File: config.mk
export PLATFORM = sky130hd
export DESIGN_NAME = pss_sequencer
export DESIGN_NICKNAME = d
export VERILOG_FILES = /design/src/pss_pkg.sv /design/src/pss_phase_gen.sv /design/src/pss_ret_stack.sv /design/src/pss_sequencer.sv
export SDC_FILE = /design/constraint.sdc
export NUM_CORES = 1
export LEC_CHECK = 0
export BUFFER_PORTS_ARGS = -buffer_cell sky130_fd_sc_hd__buf_2
export CORE_MARGIN = 2
export CORE_UTILIZATION = 58
export CTS_BUF_LIST = sky130_fd_sc_hd__clkbuf_8
export CTS_CLUSTER_DIAMETER = 150
export DETAILED_ROUTE_END_ITERATION = 10
export PLACE_DENSITY = 0.83
export SYNTH_ARGS = -nofsm -noshare
export SYNTH_HDL_FRONTEND = slang
export SYNTH_SLANG_ARGS = --single-unit
File: constraint.sdc
create_clock -name clk -period 2.2 [get_ports clk]
set_input_delay 0.33 -clock clk [delete_from_list [all_inputs] [get_ports clk]]
set_output_delay 0.33 -clock clk [all_outputs]
set_load 0.03 [all_outputs]
File: src/pss_pkg.sv
/*
  Package for the program sequencer: widths, phase codes, op codes, register map.
  Assumes nothing of its surroundings; used by every design file of the sequencer.
*/
`default_nettype none
package pss_pkg;
  localparam int PC_W = 10;
  localparam int PAGE_W = 2;
  localparam int OFS_W = 8;
  localparam int DEPTH = 4;
  localparam int SP_W = 3;
  localparam logic [PC_W-1:0] RESET_VECTOR = 10'h000;
  localparam logic [PC_W-1:0] INT_VECTOR_DEF = 10'h004;
  localparam logic [1:0] REG_PC_LOW = 2'h0;
  localparam logic [1:0] REG_STATUS = 2'h1;
  localparam logic [1:0] REG_INTVEC = 2'h2;
  localparam logic [SP_W-1:0] SP_EMPTY = 3'h0;

  typedef enum logic [1:0] {
    PH_T1 = 2'b00,
    PH_T2 = 2'b01,
    PH_T3 = 2'b10,
    PH_T4 = 2'b11
  } pss_phase_t;

  typedef enum logic [2:0] {
    OP_SEQ = 3'b000,
    OP_JUMP = 3'b001,
    OP_CALL = 3'b010,
    OP_RET = 3'b011,
    OP_RETURN_FROM_INTERRUPT = 3'b100,
    OP_SKIP = 3'b101
  } pss_op_t;

  // one decoded instruction as offered by the decoder at the end of an instruction cycle
  typedef struct packed {
    logic valid;
    pss_op_t op;
    logic [PC_W-1:0] target;
    logic skip_true;
  } pss_instr_t;

  typedef struct packed {
    logic push;
    logic pop;
    logic [PC_W-1:0] data;
  } pss_stack_req_t;
endpackage : pss_pkg
`default_nettype wire

File: src/pss_phase_gen.sv
/*
  Four-phase generator: splits the system clock into a rotating phase code.
  Assumes a synchronous active-low reset copy from the top module.
*/
`timescale 1ns/10ps
`default_nettype none
module pss_phase_gen
(
  // clock and reset
  input wire logic clk,
  input wire logic rst_n,
  // phase
  output var pss_pkg::pss_phase_t phase,
  output logic cycle_end
);
  pss_pkg::pss_phase_t phase_q;

  // exactly one phase at a time, T1 to T4 then back to T1
  always_ff @(posedge clk or negedge rst_n)
  begin
    if (!rst_n)
      phase_q <= pss_pkg::PH_T1;
    else
      case (phase_q)
        pss_pkg::PH_T1: phase_q <= pss_pkg::PH_T2;
        pss_pkg::PH_T2: phase_q <= pss_pkg::PH_T3;
        pss_pkg::PH_T3: phase_q <= pss_pkg::PH_T4;
        pss_pkg::PH_T4: phase_q <= pss_pkg::PH_T1;
        default: phase_q <= pss_pkg::PH_T1;
      endcase
  end

  assign phase = phase_q;
  assign cycle_end = (phase_q == pss_pkg::PH_T4);
endmodule : pss_phase_gen
`default_nettype wire

File: src/pss_ret_stack.sv
/*
  Circular return-address stack of DEPTH entries with a hidden pointer.
  Assumes push and pop never come together and are single-cycle.
*/
`timescale 1ns/10ps
`default_nettype none
module pss_ret_stack #(
  parameter int DEPTH = pss_pkg::DEPTH
)
(
  // clock and reset
  input wire logic clk,
  input wire logic rst_n,
  // requests
  input wire pss_pkg::pss_stack_req_t req,
  // state
  output logic [pss_pkg::PC_W-1:0] top,
  output logic full,
  output logic empty
);
  logic [pss_pkg::PC_W-1:0] mem_q [DEPTH];
  logic [1:0] wr_q;
  logic [pss_pkg::SP_W-1:0] cnt_q;

  // newest entry overwrites the oldest once full; pointer wraps
  always_ff @(posedge clk or negedge rst_n)
  begin
    if (!rst_n)
    begin
      wr_q <= 2'h0;
      cnt_q <= pss_pkg::SP_EMPTY;
    end
    else if (req.push)
    begin
      wr_q <= wr_q + 2'h1;
      if (cnt_q != 3'(DEPTH))
        cnt_q <= cnt_q + 3'h1;
    end
    else if (req.pop)
    begin
      wr_q <= wr_q - 2'h1;
      if (cnt_q != pss_pkg::SP_EMPTY)
        cnt_q <= cnt_q - 3'h1;
    end
  end

  always_ff @(posedge clk)
  begin
    if (req.push)
      mem_q[wr_q] <= req.data;
  end

  assign top = mem_q[wr_q - 2'h1];
  assign full = (cnt_q == 3'(DEPTH));
  assign empty = (cnt_q == pss_pkg::SP_EMPTY);
endmodule : pss_ret_stack
`default_nettype wire

File: src/pss_sequencer.sv
/*
  Program sequencer: four-phase instruction cycle, overlapped fetch and execute,
  10-bit program counter with writable low byte, skip and branch dummy cycles,
  4-level return stack with interrupt hold-off while full.
  Assumes program memory answers fetch_addr with fetch_word within the cycle and
  a decoder presents instr during T4 of the cycle executing that word.
*/
`timescale 1ns/10ps
`default_nettype none
module pss_sequencer #(
  parameter logic [pss_pkg::PC_W-1:0] INT_VECTOR = pss_pkg::INT_VECTOR_DEF
)
(
  // clock and reset
  input wire logic clk,
  input wire logic nrst,
  // register port
  input wire logic [1:0] reg_addr,
  input wire logic [7:0] reg_wdata,
  input wire logic reg_wr,
  input wire logic reg_rd,
  output logic [7:0] reg_rdata,
  // program memory
  output logic [pss_pkg::PC_W-1:0] fetch_addr,
  output logic fetch_strobe,
  input wire logic [13:0] fetch_word,
  // decoder
  input wire pss_pkg::pss_instr_t instr,
  output logic [13:0] exec_word,
  output logic exec_valid,
  output logic [1:0] phase_out,
  // interrupt logic
  input wire logic int_req,
  output logic int_ack
);
  logic rst_s1_q;
  logic rst_n_q;
  pss_pkg::pss_phase_t phase;
  logic cycle_end;
  pss_pkg::pss_stack_req_t sreq;
  logic [pss_pkg::PC_W-1:0] stk_top;
  logic stk_full;
  logic stk_empty;
  logic [pss_pkg::PC_W-1:0] pc_q;
  logic [pss_pkg::PC_W-1:0] pc_d;
  logic [13:0] ir_q;
  logic ir_valid_q;
  logic flush_d;
  logic pcl_wr_pend_q;
  logic [7:0] pcl_new_q;
  logic int_pend_q;
  logic int_req_q;
  logic int_rise;
  logic int_take;
  logic [7:0] rdata_q;
  logic [pss_pkg::PC_W-1:0] fetch_addr_q;
  logic fetch_strobe_q;
  logic int_ack_q;
  logic [1:0] phase_q;
  logic exec_ok;

  function automatic logic is_branch(input pss_pkg::pss_op_t op);
    is_branch = (op == pss_pkg::OP_JUMP) || (op == pss_pkg::OP_CALL) ||
                (op == pss_pkg::OP_RET) || (op == pss_pkg::OP_RETURN_FROM_INTERRUPT);
  endfunction : is_branch

  // reset release through two flip-flops
  always_ff @(posedge clk or negedge nrst)
  begin
    if (!nrst)
    begin
      rst_s1_q <= 1'b0;
      rst_n_q <= 1'b0;
    end
    else
    begin
      rst_s1_q <= 1'b1;
      rst_n_q <= rst_s1_q;
    end
  end

  pss_phase_gen u_phase
  (
    .clk(clk),
    .rst_n(rst_n_q),
    .phase(phase),
    .cycle_end(cycle_end)
  );

  pss_ret_stack #(.DEPTH(pss_pkg::DEPTH)) u_stack
  (
    .clk(clk),
    .rst_n(rst_n_q),
    .req(sreq),
    .top(stk_top),
    .full(stk_full),
    .empty(stk_empty)
  );

  assign exec_ok = instr.valid && ir_valid_q;

  // an interrupt is taken only at a cycle boundary with a free stack level
  assign int_take = cycle_end && int_pend_q && !stk_full &&
                    !(exec_ok && is_branch(instr.op)) && !pcl_wr_pend_q;

  // request edge; the copy idles low like the pin, so reset makes no false edge
  always_ff @(posedge clk or negedge rst_n_q)
  begin
    if (!rst_n_q)
      int_req_q <= 1'b0;
    else
      int_req_q <= int_req;
  end

  assign int_rise = int_req && !int_req_q;

  // interrupt request latch; a new request wins over the acknowledge clear
  always_ff @(posedge clk or negedge rst_n_q)
  begin
    if (!rst_n_q)
      int_pend_q <= 1'b0;
    else if (int_rise)
      int_pend_q <= 1'b1;
    else if (int_take)
      int_pend_q <= 1'b0;
  end

  // stack requests, issued at the end of the executing cycle
  always_comb
  begin
    sreq.push = 1'b0;
    sreq.pop = 1'b0;
    sreq.data = pc_q;
    if (int_take)
      sreq.push = 1'b1;
    else if (cycle_end && exec_ok && instr.op == pss_pkg::OP_CALL)
      sreq.push = 1'b1;
    else if (cycle_end && exec_ok &&
             (instr.op == pss_pkg::OP_RET || instr.op == pss_pkg::OP_RETURN_FROM_INTERRUPT))
      sreq.pop = 1'b1;
  end

  // next counter value and whether the prefetched word is thrown away
  always_comb
  begin
    pc_d = pc_q + 10'h001;
    flush_d = 1'b0;
    if (int_take)
    begin
      pc_d = INT_VECTOR;
      flush_d = 1'b1;
    end
    else if (pcl_wr_pend_q)
    begin
      pc_d = {pc_q[pss_pkg::PC_W-1:pss_pkg::OFS_W], pcl_new_q};
      flush_d = 1'b1;
    end
    else if (exec_ok)
      case (instr.op)
        pss_pkg::OP_JUMP, pss_pkg::OP_CALL:
        begin
          pc_d = instr.target;
          flush_d = 1'b1;
        end
        pss_pkg::OP_RET, pss_pkg::OP_RETURN_FROM_INTERRUPT:
        begin
          pc_d = stk_top;
          flush_d = 1'b1;
        end
        pss_pkg::OP_SKIP:
          flush_d = instr.skip_true;
        default: flush_d = 1'b0;
      endcase
  end

  // counter loads at the T4/T1 boundary so T1 fetches the new address
  always_ff @(posedge clk or negedge rst_n_q)
  begin
    if (!rst_n_q)
      pc_q <= pss_pkg::RESET_VECTOR;
    else if (cycle_end)
      pc_q <= pc_d;
  end

  // fetched word moves into the execute slot; flush turns it into a dummy
  always_ff @(posedge clk or negedge rst_n_q)
  begin
    if (!rst_n_q)
    begin
      ir_q <= 14'h0000;
      ir_valid_q <= 1'b0;
    end
    else if (cycle_end)
    begin
      ir_q <= fetch_word;
      ir_valid_q <= !flush_d;
    end
  end

  // program memory address driven during T1 of each cycle
  always_ff @(posedge clk or negedge rst_n_q)
  begin
    if (!rst_n_q)
    begin
      fetch_addr_q <= pss_pkg::RESET_VECTOR;
      fetch_strobe_q <= 1'b0;
    end
    else
    begin
      fetch_addr_q <= cycle_end ? pc_d : pc_q;
      fetch_strobe_q <= cycle_end;
    end
  end

  // software write to the low byte is held until the cycle boundary
  always_ff @(posedge clk or negedge rst_n_q)
  begin
    if (!rst_n_q)
    begin
      pcl_wr_pend_q <= 1'b0;
      pcl_new_q <= 8'h00;
    end
    else if (reg_wr && reg_addr == pss_pkg::REG_PC_LOW)
    begin
      pcl_wr_pend_q <= 1'b1;
      pcl_new_q <= reg_wdata;
    end
    else if (cycle_end)
      pcl_wr_pend_q <= 1'b0;
  end

  // read port: low byte, status, page bits; stack contents have no address
  always_ff @(posedge clk or negedge rst_n_q)
  begin
    if (!rst_n_q)
      rdata_q <= 8'h00;
    else if (reg_rd)
      case (reg_addr)
        pss_pkg::REG_PC_LOW: rdata_q <= pc_q[pss_pkg::OFS_W-1:0];
        pss_pkg::REG_STATUS: rdata_q <= {4'h0, int_pend_q, stk_empty, stk_full, ir_valid_q};
        pss_pkg::REG_INTVEC: rdata_q <= {6'h00, pc_q[pss_pkg::PC_W-1:pss_pkg::OFS_W]};
        default: rdata_q <= 8'h00;
      endcase
    else
      rdata_q <= 8'h00;
  end

  always_ff @(posedge clk or negedge rst_n_q)
  begin
    if (!rst_n_q)
    begin
      int_ack_q <= 1'b0;
      phase_q <= 2'b00;
    end
    else
    begin
      int_ack_q <= int_take;
      phase_q <= cycle_end ? 2'b00 : 2'(phase + 2'b01);
    end
  end

  assign reg_rdata = rdata_q;
  assign fetch_addr = fetch_addr_q;
  assign fetch_strobe = fetch_strobe_q;
  assign exec_word = ir_q;
  assign exec_valid = ir_valid_q;
  assign int_ack = int_ack_q;
  assign phase_out = phase_q;

  // pipeline and counter checks
  pc_hold_a: assert property (@(posedge clk) disable iff (!rst_n_q)
    !cycle_end |=> pc_q == $past(pc_q))
    else $error("counter moved outside cycle boundary");
  phase_rot_a: assert property (@(posedge clk) disable iff (!rst_n_q)
    cycle_end |-> ##4 cycle_end)
    else $error("instruction cycle is not four phases");
  seq_inc_a: assert property (@(posedge clk) disable iff (!rst_n_q)
    cycle_end && !flush_d |=> pc_q == $past(pc_q) + 10'h001)
    else $error("sequential counter step is not one");
  page_keep_a: assert property (@(posedge clk) disable iff (!rst_n_q)
    cycle_end && pcl_wr_pend_q && !int_take |=>
      pc_q[9:8] == $past(pc_q[9:8]) && !ir_valid_q)
    else $error("low byte write left page or no dummy");
  skip_dummy_a: assert property (@(posedge clk) disable iff (!rst_n_q)
    cycle_end && exec_ok && instr.op == pss_pkg::OP_SKIP && instr.skip_true
      && !int_take && !pcl_wr_pend_q |=> !ir_valid_q)
    else $error("true skip did not insert dummy");
  branch_two_a: assert property (@(posedge clk) disable iff (!rst_n_q)
    cycle_end && exec_ok && is_branch(instr.op) && !pcl_wr_pend_q |=>
      !ir_valid_q ##4 (ir_valid_q || $past(int_take) || $past(pcl_wr_pend_q)))
    else $error("branch did not take two cycles");
  full_hold_a: assert property (@(posedge clk) disable iff (!rst_n_q)
    stk_full |-> !int_take)
    else $error("interrupt acknowledged with full stack");
  ret_load_a: assert property (@(posedge clk) disable iff (!rst_n_q)
    sreq.pop && !pcl_wr_pend_q |=> pc_q == $past(stk_top))
    else $error("return did not reload counter");
  reset_vec_a: assert property (@(posedge clk)
    $rose(rst_n_q) |-> pc_q == pss_pkg::RESET_VECTOR && stk_empty)
    else $error("reset did not clear counter and stack");

  // interrupt entry, stack and register port checks
  int_latch_a: assert property (@(posedge clk) disable iff (!rst_n_q)
    int_rise |=> int_pend_q)
    else $error("interrupt request not latched");
  ack_entry_a: assert property (@(posedge clk) disable iff (!rst_n_q)
    int_take |=> int_ack_q && fetch_strobe_q && fetch_addr_q == INT_VECTOR && !ir_valid_q)
    else $error("interrupt entry not at vector");
  ack_push_a: assert property (@(posedge clk) disable iff (!rst_n_q)
    int_take |-> sreq.push && sreq.data == pc_q)
    else $error("interrupt did not save counter");
  call_full_a: assert property (@(posedge clk) disable iff (!rst_n_q)
    cycle_end && exec_ok && instr.op == pss_pkg::OP_CALL && !int_take |-> sreq.push)
    else $error("call not pushed");
  fetch_t1_a: assert property (@(posedge clk) disable iff (!rst_n_q)
    fetch_strobe_q |-> phase == pss_pkg::PH_T1)
    else $error("fetch outside first phase");
  wrap_full_a: assert property (@(posedge clk) disable iff (!rst_n_q)
    stk_full && sreq.push |=> stk_full)
    else $error("overflow changed stack fill");
  exec_hold_a: assert property (@(posedge clk) disable iff (!rst_n_q)
    !cycle_end |=> $stable(ir_q) && $stable(ir_valid_q))
    else $error("execute slot moved inside a cycle");
  rdata_idle_a: assert property (@(posedge clk) disable iff (!rst_n_q)
    !reg_rd |=> rdata_q == 8'h00)
    else $error("read data without a read");
  pcl_read_a: assert property (@(posedge clk) disable iff (!rst_n_q)
    reg_rd && reg_addr == pss_pkg::REG_PC_LOW |=> rdata_q == $past(pc_q[7:0]))
    else $error("low byte read mismatch");
  ret_pop_a: assert property (@(posedge clk) disable iff (!rst_n_q)
    cycle_end && exec_ok &&
      (instr.op == pss_pkg::OP_RET || instr.op == pss_pkg::OP_RETURN_FROM_INTERRUPT) |-> sreq.pop)
    else $error("return did not pop");
endmodule : pss_sequencer
`default_nettype wire

==> impl_metrics.ini <==
[setup_path]
r2r_setup_slack_ps = 20
cp-start-kind = flop
cpLargestDelayFamily = simple AND/OR/NAND/NOR gates
cpPeakStageDelay_ps = 480
critical_path.n_buffers_inverters = 1
largest_fanout_of_any_net_on_the_critical_path = 3
r2r_start = u_phase.phase[0]
worst_ep_required_time_ps = 2510
cell_by_cell_listing_of_the_critical_path = ha_4 -> nand3b_1 -> nor2_2 -> nand2_2 -> inv_4 -> nor2_8 -> xor2_1 -> ha_2 -> or4b_4 -> a21oi_2 -> a211o_1
critical_path.slowest_cell = sky130_fd_sc_hd__or4b_4
crit_path_end_kind = flop
worst-endpoint-arrival_ps = 2490
r2r-end = u_stack.cnt_q[2]
r2r.worst_path.cells = 11
critPathKind = flop to flop

[cts]
h-tree-depth = 3
buffer_type_at_the_clock_tree_root = sky130_fd_sc_hd__clkbuf_8
cts_buffer_depth = 2
clock_sink_count = 96
cts.clk_slew.worst_paths_ps = 90
tritoncts.num_buffers = 9
clkLatencyLatePin_ps = 370
cts_tree = done

[placement]
routabilityCongestion = 0.846
placed_inst_area_um2 = 5150
buffer_ports.inserted = 80
dp.final_hpwl_mm = 7.54

[routing]
dr_wl_cell_um = 18.1
postRouteAntennaNets = 0
routed_via_density = 5.82
detail_route.iter0.violations = 254
post-route-drc-count = 0
detailroute.via_count = 3241
drt_pass1_iterations = 5
route.final.wire_length_mm = 10.1

[timing]
rsz0062_at_grt = yes
finalClockSkew_ps = 15.8
slew_headroom = 0.618
finalMaxSlewViolations = 0
timing_worst_slew_pin_value_ps = 573
final-hold-violation-count = 0
worst_slack_on_hold_paths_ps = 84.2
finalSetupViolations = 0
clock.fmax_ghz = 0.459
tns_ps = 0
finalCritPeriodShare = 0.990
post-route-min-period_ps = 2180

[yosys]
yosys_warnings = 0
post-synth-top-area-fraction = 0.316
synth_seq_area_share = 0.587
synth_cells = 343
number_of_distinct_library_cells_after_synthesis = 55
netlist_top_cells_area = sky130_fd_sc_hd__dfrtp_1, sky130_fd_sc_hd__edfxtp_1, sky130_fd_sc_hd__mux2_2
asyncSetResetFlopFracSynth = 0.583
net_count_synth = 396
synth-edff-count = 40
synth_area_per_cell_um2 = 12.9
synth.ff_latch_count = 96
synth-main-ff-cell = sky130_fd_sc_hd__dfrtp_1
mappedNetlistArea_um2 = 4430
synth_area_leader_cell = sky130_fd_sc_hd__dfrtp_1

[power]
pwr-share-seq = 0.481
net_switching_share_of_the_total_power = 0.325
static-leakage-power_nw = 2.30
irDropWorstVdd_v = 0.000483
design_power_total_w = 0.00495
share_clk_of_total_power = 0.228
cell_internal_pwr_w = 0.00334
power.switching_w = 0.00161
comb_power_share = 0.291
p_per_area_nw_per_um2 = 916

[global_route]
grt_busiest_layer = met2
gr-usage-met2 = 0.424
grt_antenna_before_repair = 0
first_global_vias = 3293
pin_count_of_the_biggest_net_entering_global_routing = 31
use_met3 = 0.0523
globalRoute.totalOverflow = 0
grt_util_met1 = 0.329
wire_length_of_the_first_global_routing_pass_mm = 16.3
grt_util_all_layers = 0.254

[worst_hold_path]
hold_path.startpoint = int_req
worstHoldPathType = primary input to flop
worstHoldEndpoint = int_req_q
hold-path-cell-count = 1

[layout]
ratio_of_cells_with_drive_above_1_in_the_final_layout = 0.395
finalNetCount = 506
num_antenna_cells = 0
postLayoutCellArea_um2 = 5410
post-route-util = 0.737
area_growth_pct = 22.0

[run]
cap_violations = 0

[die]
start_util = 0.604
io-pin-count = 81
die_h_um = 91.4
rows = 31
floorplan.die_area_um2 = 8350
die_w_um = 91.4
core_region_area_um2 = 7330

[run_status]
run_status = complete, no violations
routing by layer:
layer	up-vias	routed length, µm
li1	1491	-
met1	1571	3880
met2	156	5110
met3	23	804
met4	0	269
met5	-	0
Yosys cell counts, types with 3 or more instances:
cell,instances
sky130_fd_sc_hd__inv_1,7
sky130_fd_sc_hd__a211oi_1,6
sky130_fd_sc_hd__nor3_1,5
sky130_fd_sc_hd__edfxtp_1,40
sky130_fd_sc_hd__mux2_2,22
sky130_fd_sc_hd__o31ai_1,3
sky130_fd_sc_hd__mux2i_1,7
sky130_fd_sc_hd__mux4_2,9
sky130_fd_sc_hd__dfrtp_1,56
sky130_fd_sc_hd__nor2b_1,10
sky130_fd_sc_hd__and2_1,9
sky130_fd_sc_hd__nand3b_1,5
sky130_fd_sc_hd__nor2_1,15
sky130_fd_sc_hd__nand2b_1,5
sky130_fd_sc_hd__xnor2_1,3
sky130_fd_sc_hd__o21ai_0,22
sky130_fd_sc_hd__ha_1,9
sky130_fd_sc_hd__clkbuf_1,13
sky130_fd_sc_hd__a21oi_1,12
sky130_fd_sc_hd__nand2_1,15
sky130_fd_sc_hd__nor3b_1,4
sky130_fd_sc_hd__buf_2,3
sky130_fd_sc_hd__xor2_1,4
sky130_fd_sc_hd__nand3_1,12
sky130_fd_sc_hd__nand4_1,5
sky130_fd_sc_hd__and3_1,3
cells in the final DEF (no fill, tap or decap), drive strengths merged, types with 4 or more instances in the layout:
master / count
xor2: 4
a21oi: 12
nand2b: 5
nand3: 12
and2: 9
edfxtp: 40
nor2: 16
buf: 117
mux4: 9
nor3: 6
dfrtp: 56
mux2: 22
ha: 9
mux2i: 7
o21ai: 22
inv: 10
nand3b: 5
a211oi: 6
nor3b: 6
nand2: 15
nor2b: 10
clkbuf: 9
nand4: 5
power by group through the flow:
stage               Sequential (W)  Clock, W  Combinational, W
floorplan                  0.00250         0          0.000916
global placement           0.00239         0           0.00138
detailed placement         0.00242         0           0.00142
CTS                        0.00238   0.00116           0.00144
global route               0.00241   0.00123           0.00154
finish                     0.00238   0.00113           0.00144
layout make-up:
cell class	instances	area, µm²
inverter	8	32.5
clock inverter	7	71.3
tap	99	124
multi-input combinational	220	1750
fill	497	1930
timing repair buffer	118	701
clock buffer	9	124
sequential	96	2600
cell families (layout without fill, tap and decap cells):
| logic type | Yosys count | count (layout) | synth area share |
|---|---|---|---|
| mux | 38 | 38 | 0.117 |
| other cells | 1 | 1 | 0.000846 |
| xor+xnor | 7 | 7 | 0.0138 |
| fa+ha+maj | 9 | 9 | 0.0254 |
| buf+inv | 27 | 142 | 0.0280 |
| simple gates | 99 | 99 | 0.131 |
| flops | 96 | 96 | 0.587 |
| compound gates | 66 | 66 | 0.0957 |
worst max path at each step:
stage / end / cells past startpoint / start
after CTS: u_stack.cnt_q[2] / 11 / u_phase.phase[0]
after global routing: u_stack.cnt_q[2] / 11 / u_phase.phase[0]
after detailed placement: u_stack.cnt_q[2] / 11 / instr[13]
after floorplan: u_stack.cnt_q[2] / 11 / phase_out[1]
after global placement: u_stack.cnt_q[2] / 11 / instr[13]
final: u_stack.cnt_q[2] / 11 / u_phase.phase[0]
sequential cells by signal (all words and copies together), names as in the netlist, 2 cells and up:
register	flops
u_stack.mem_q	40
fetch_addr	10
u_stack.cnt_q	3
pcl_new_q	8
u_stack.wr_q	2
phase_out	2
reg_rdata	8
exec_word	14
timing repair:
item | CTS | global route
hold endpoints to repair | 2 | 0
resized for setup | 1 | 4
setup endpoints to repair | 1 | 1
pin swaps | 2 | 1
gates cloned | 0 | 0
setup buffers | 1 | 2
hold buffers | 1 | 0
per-stage QoR:
stage,setup WS (ps),std cells
floorplan,-103,343
global placement,22.4,537
detailed placement,-91.1,537
CTS,13.5,555
global route,-59.8,557
finish,22.4,557
Power figures use the tool's default switching activity.
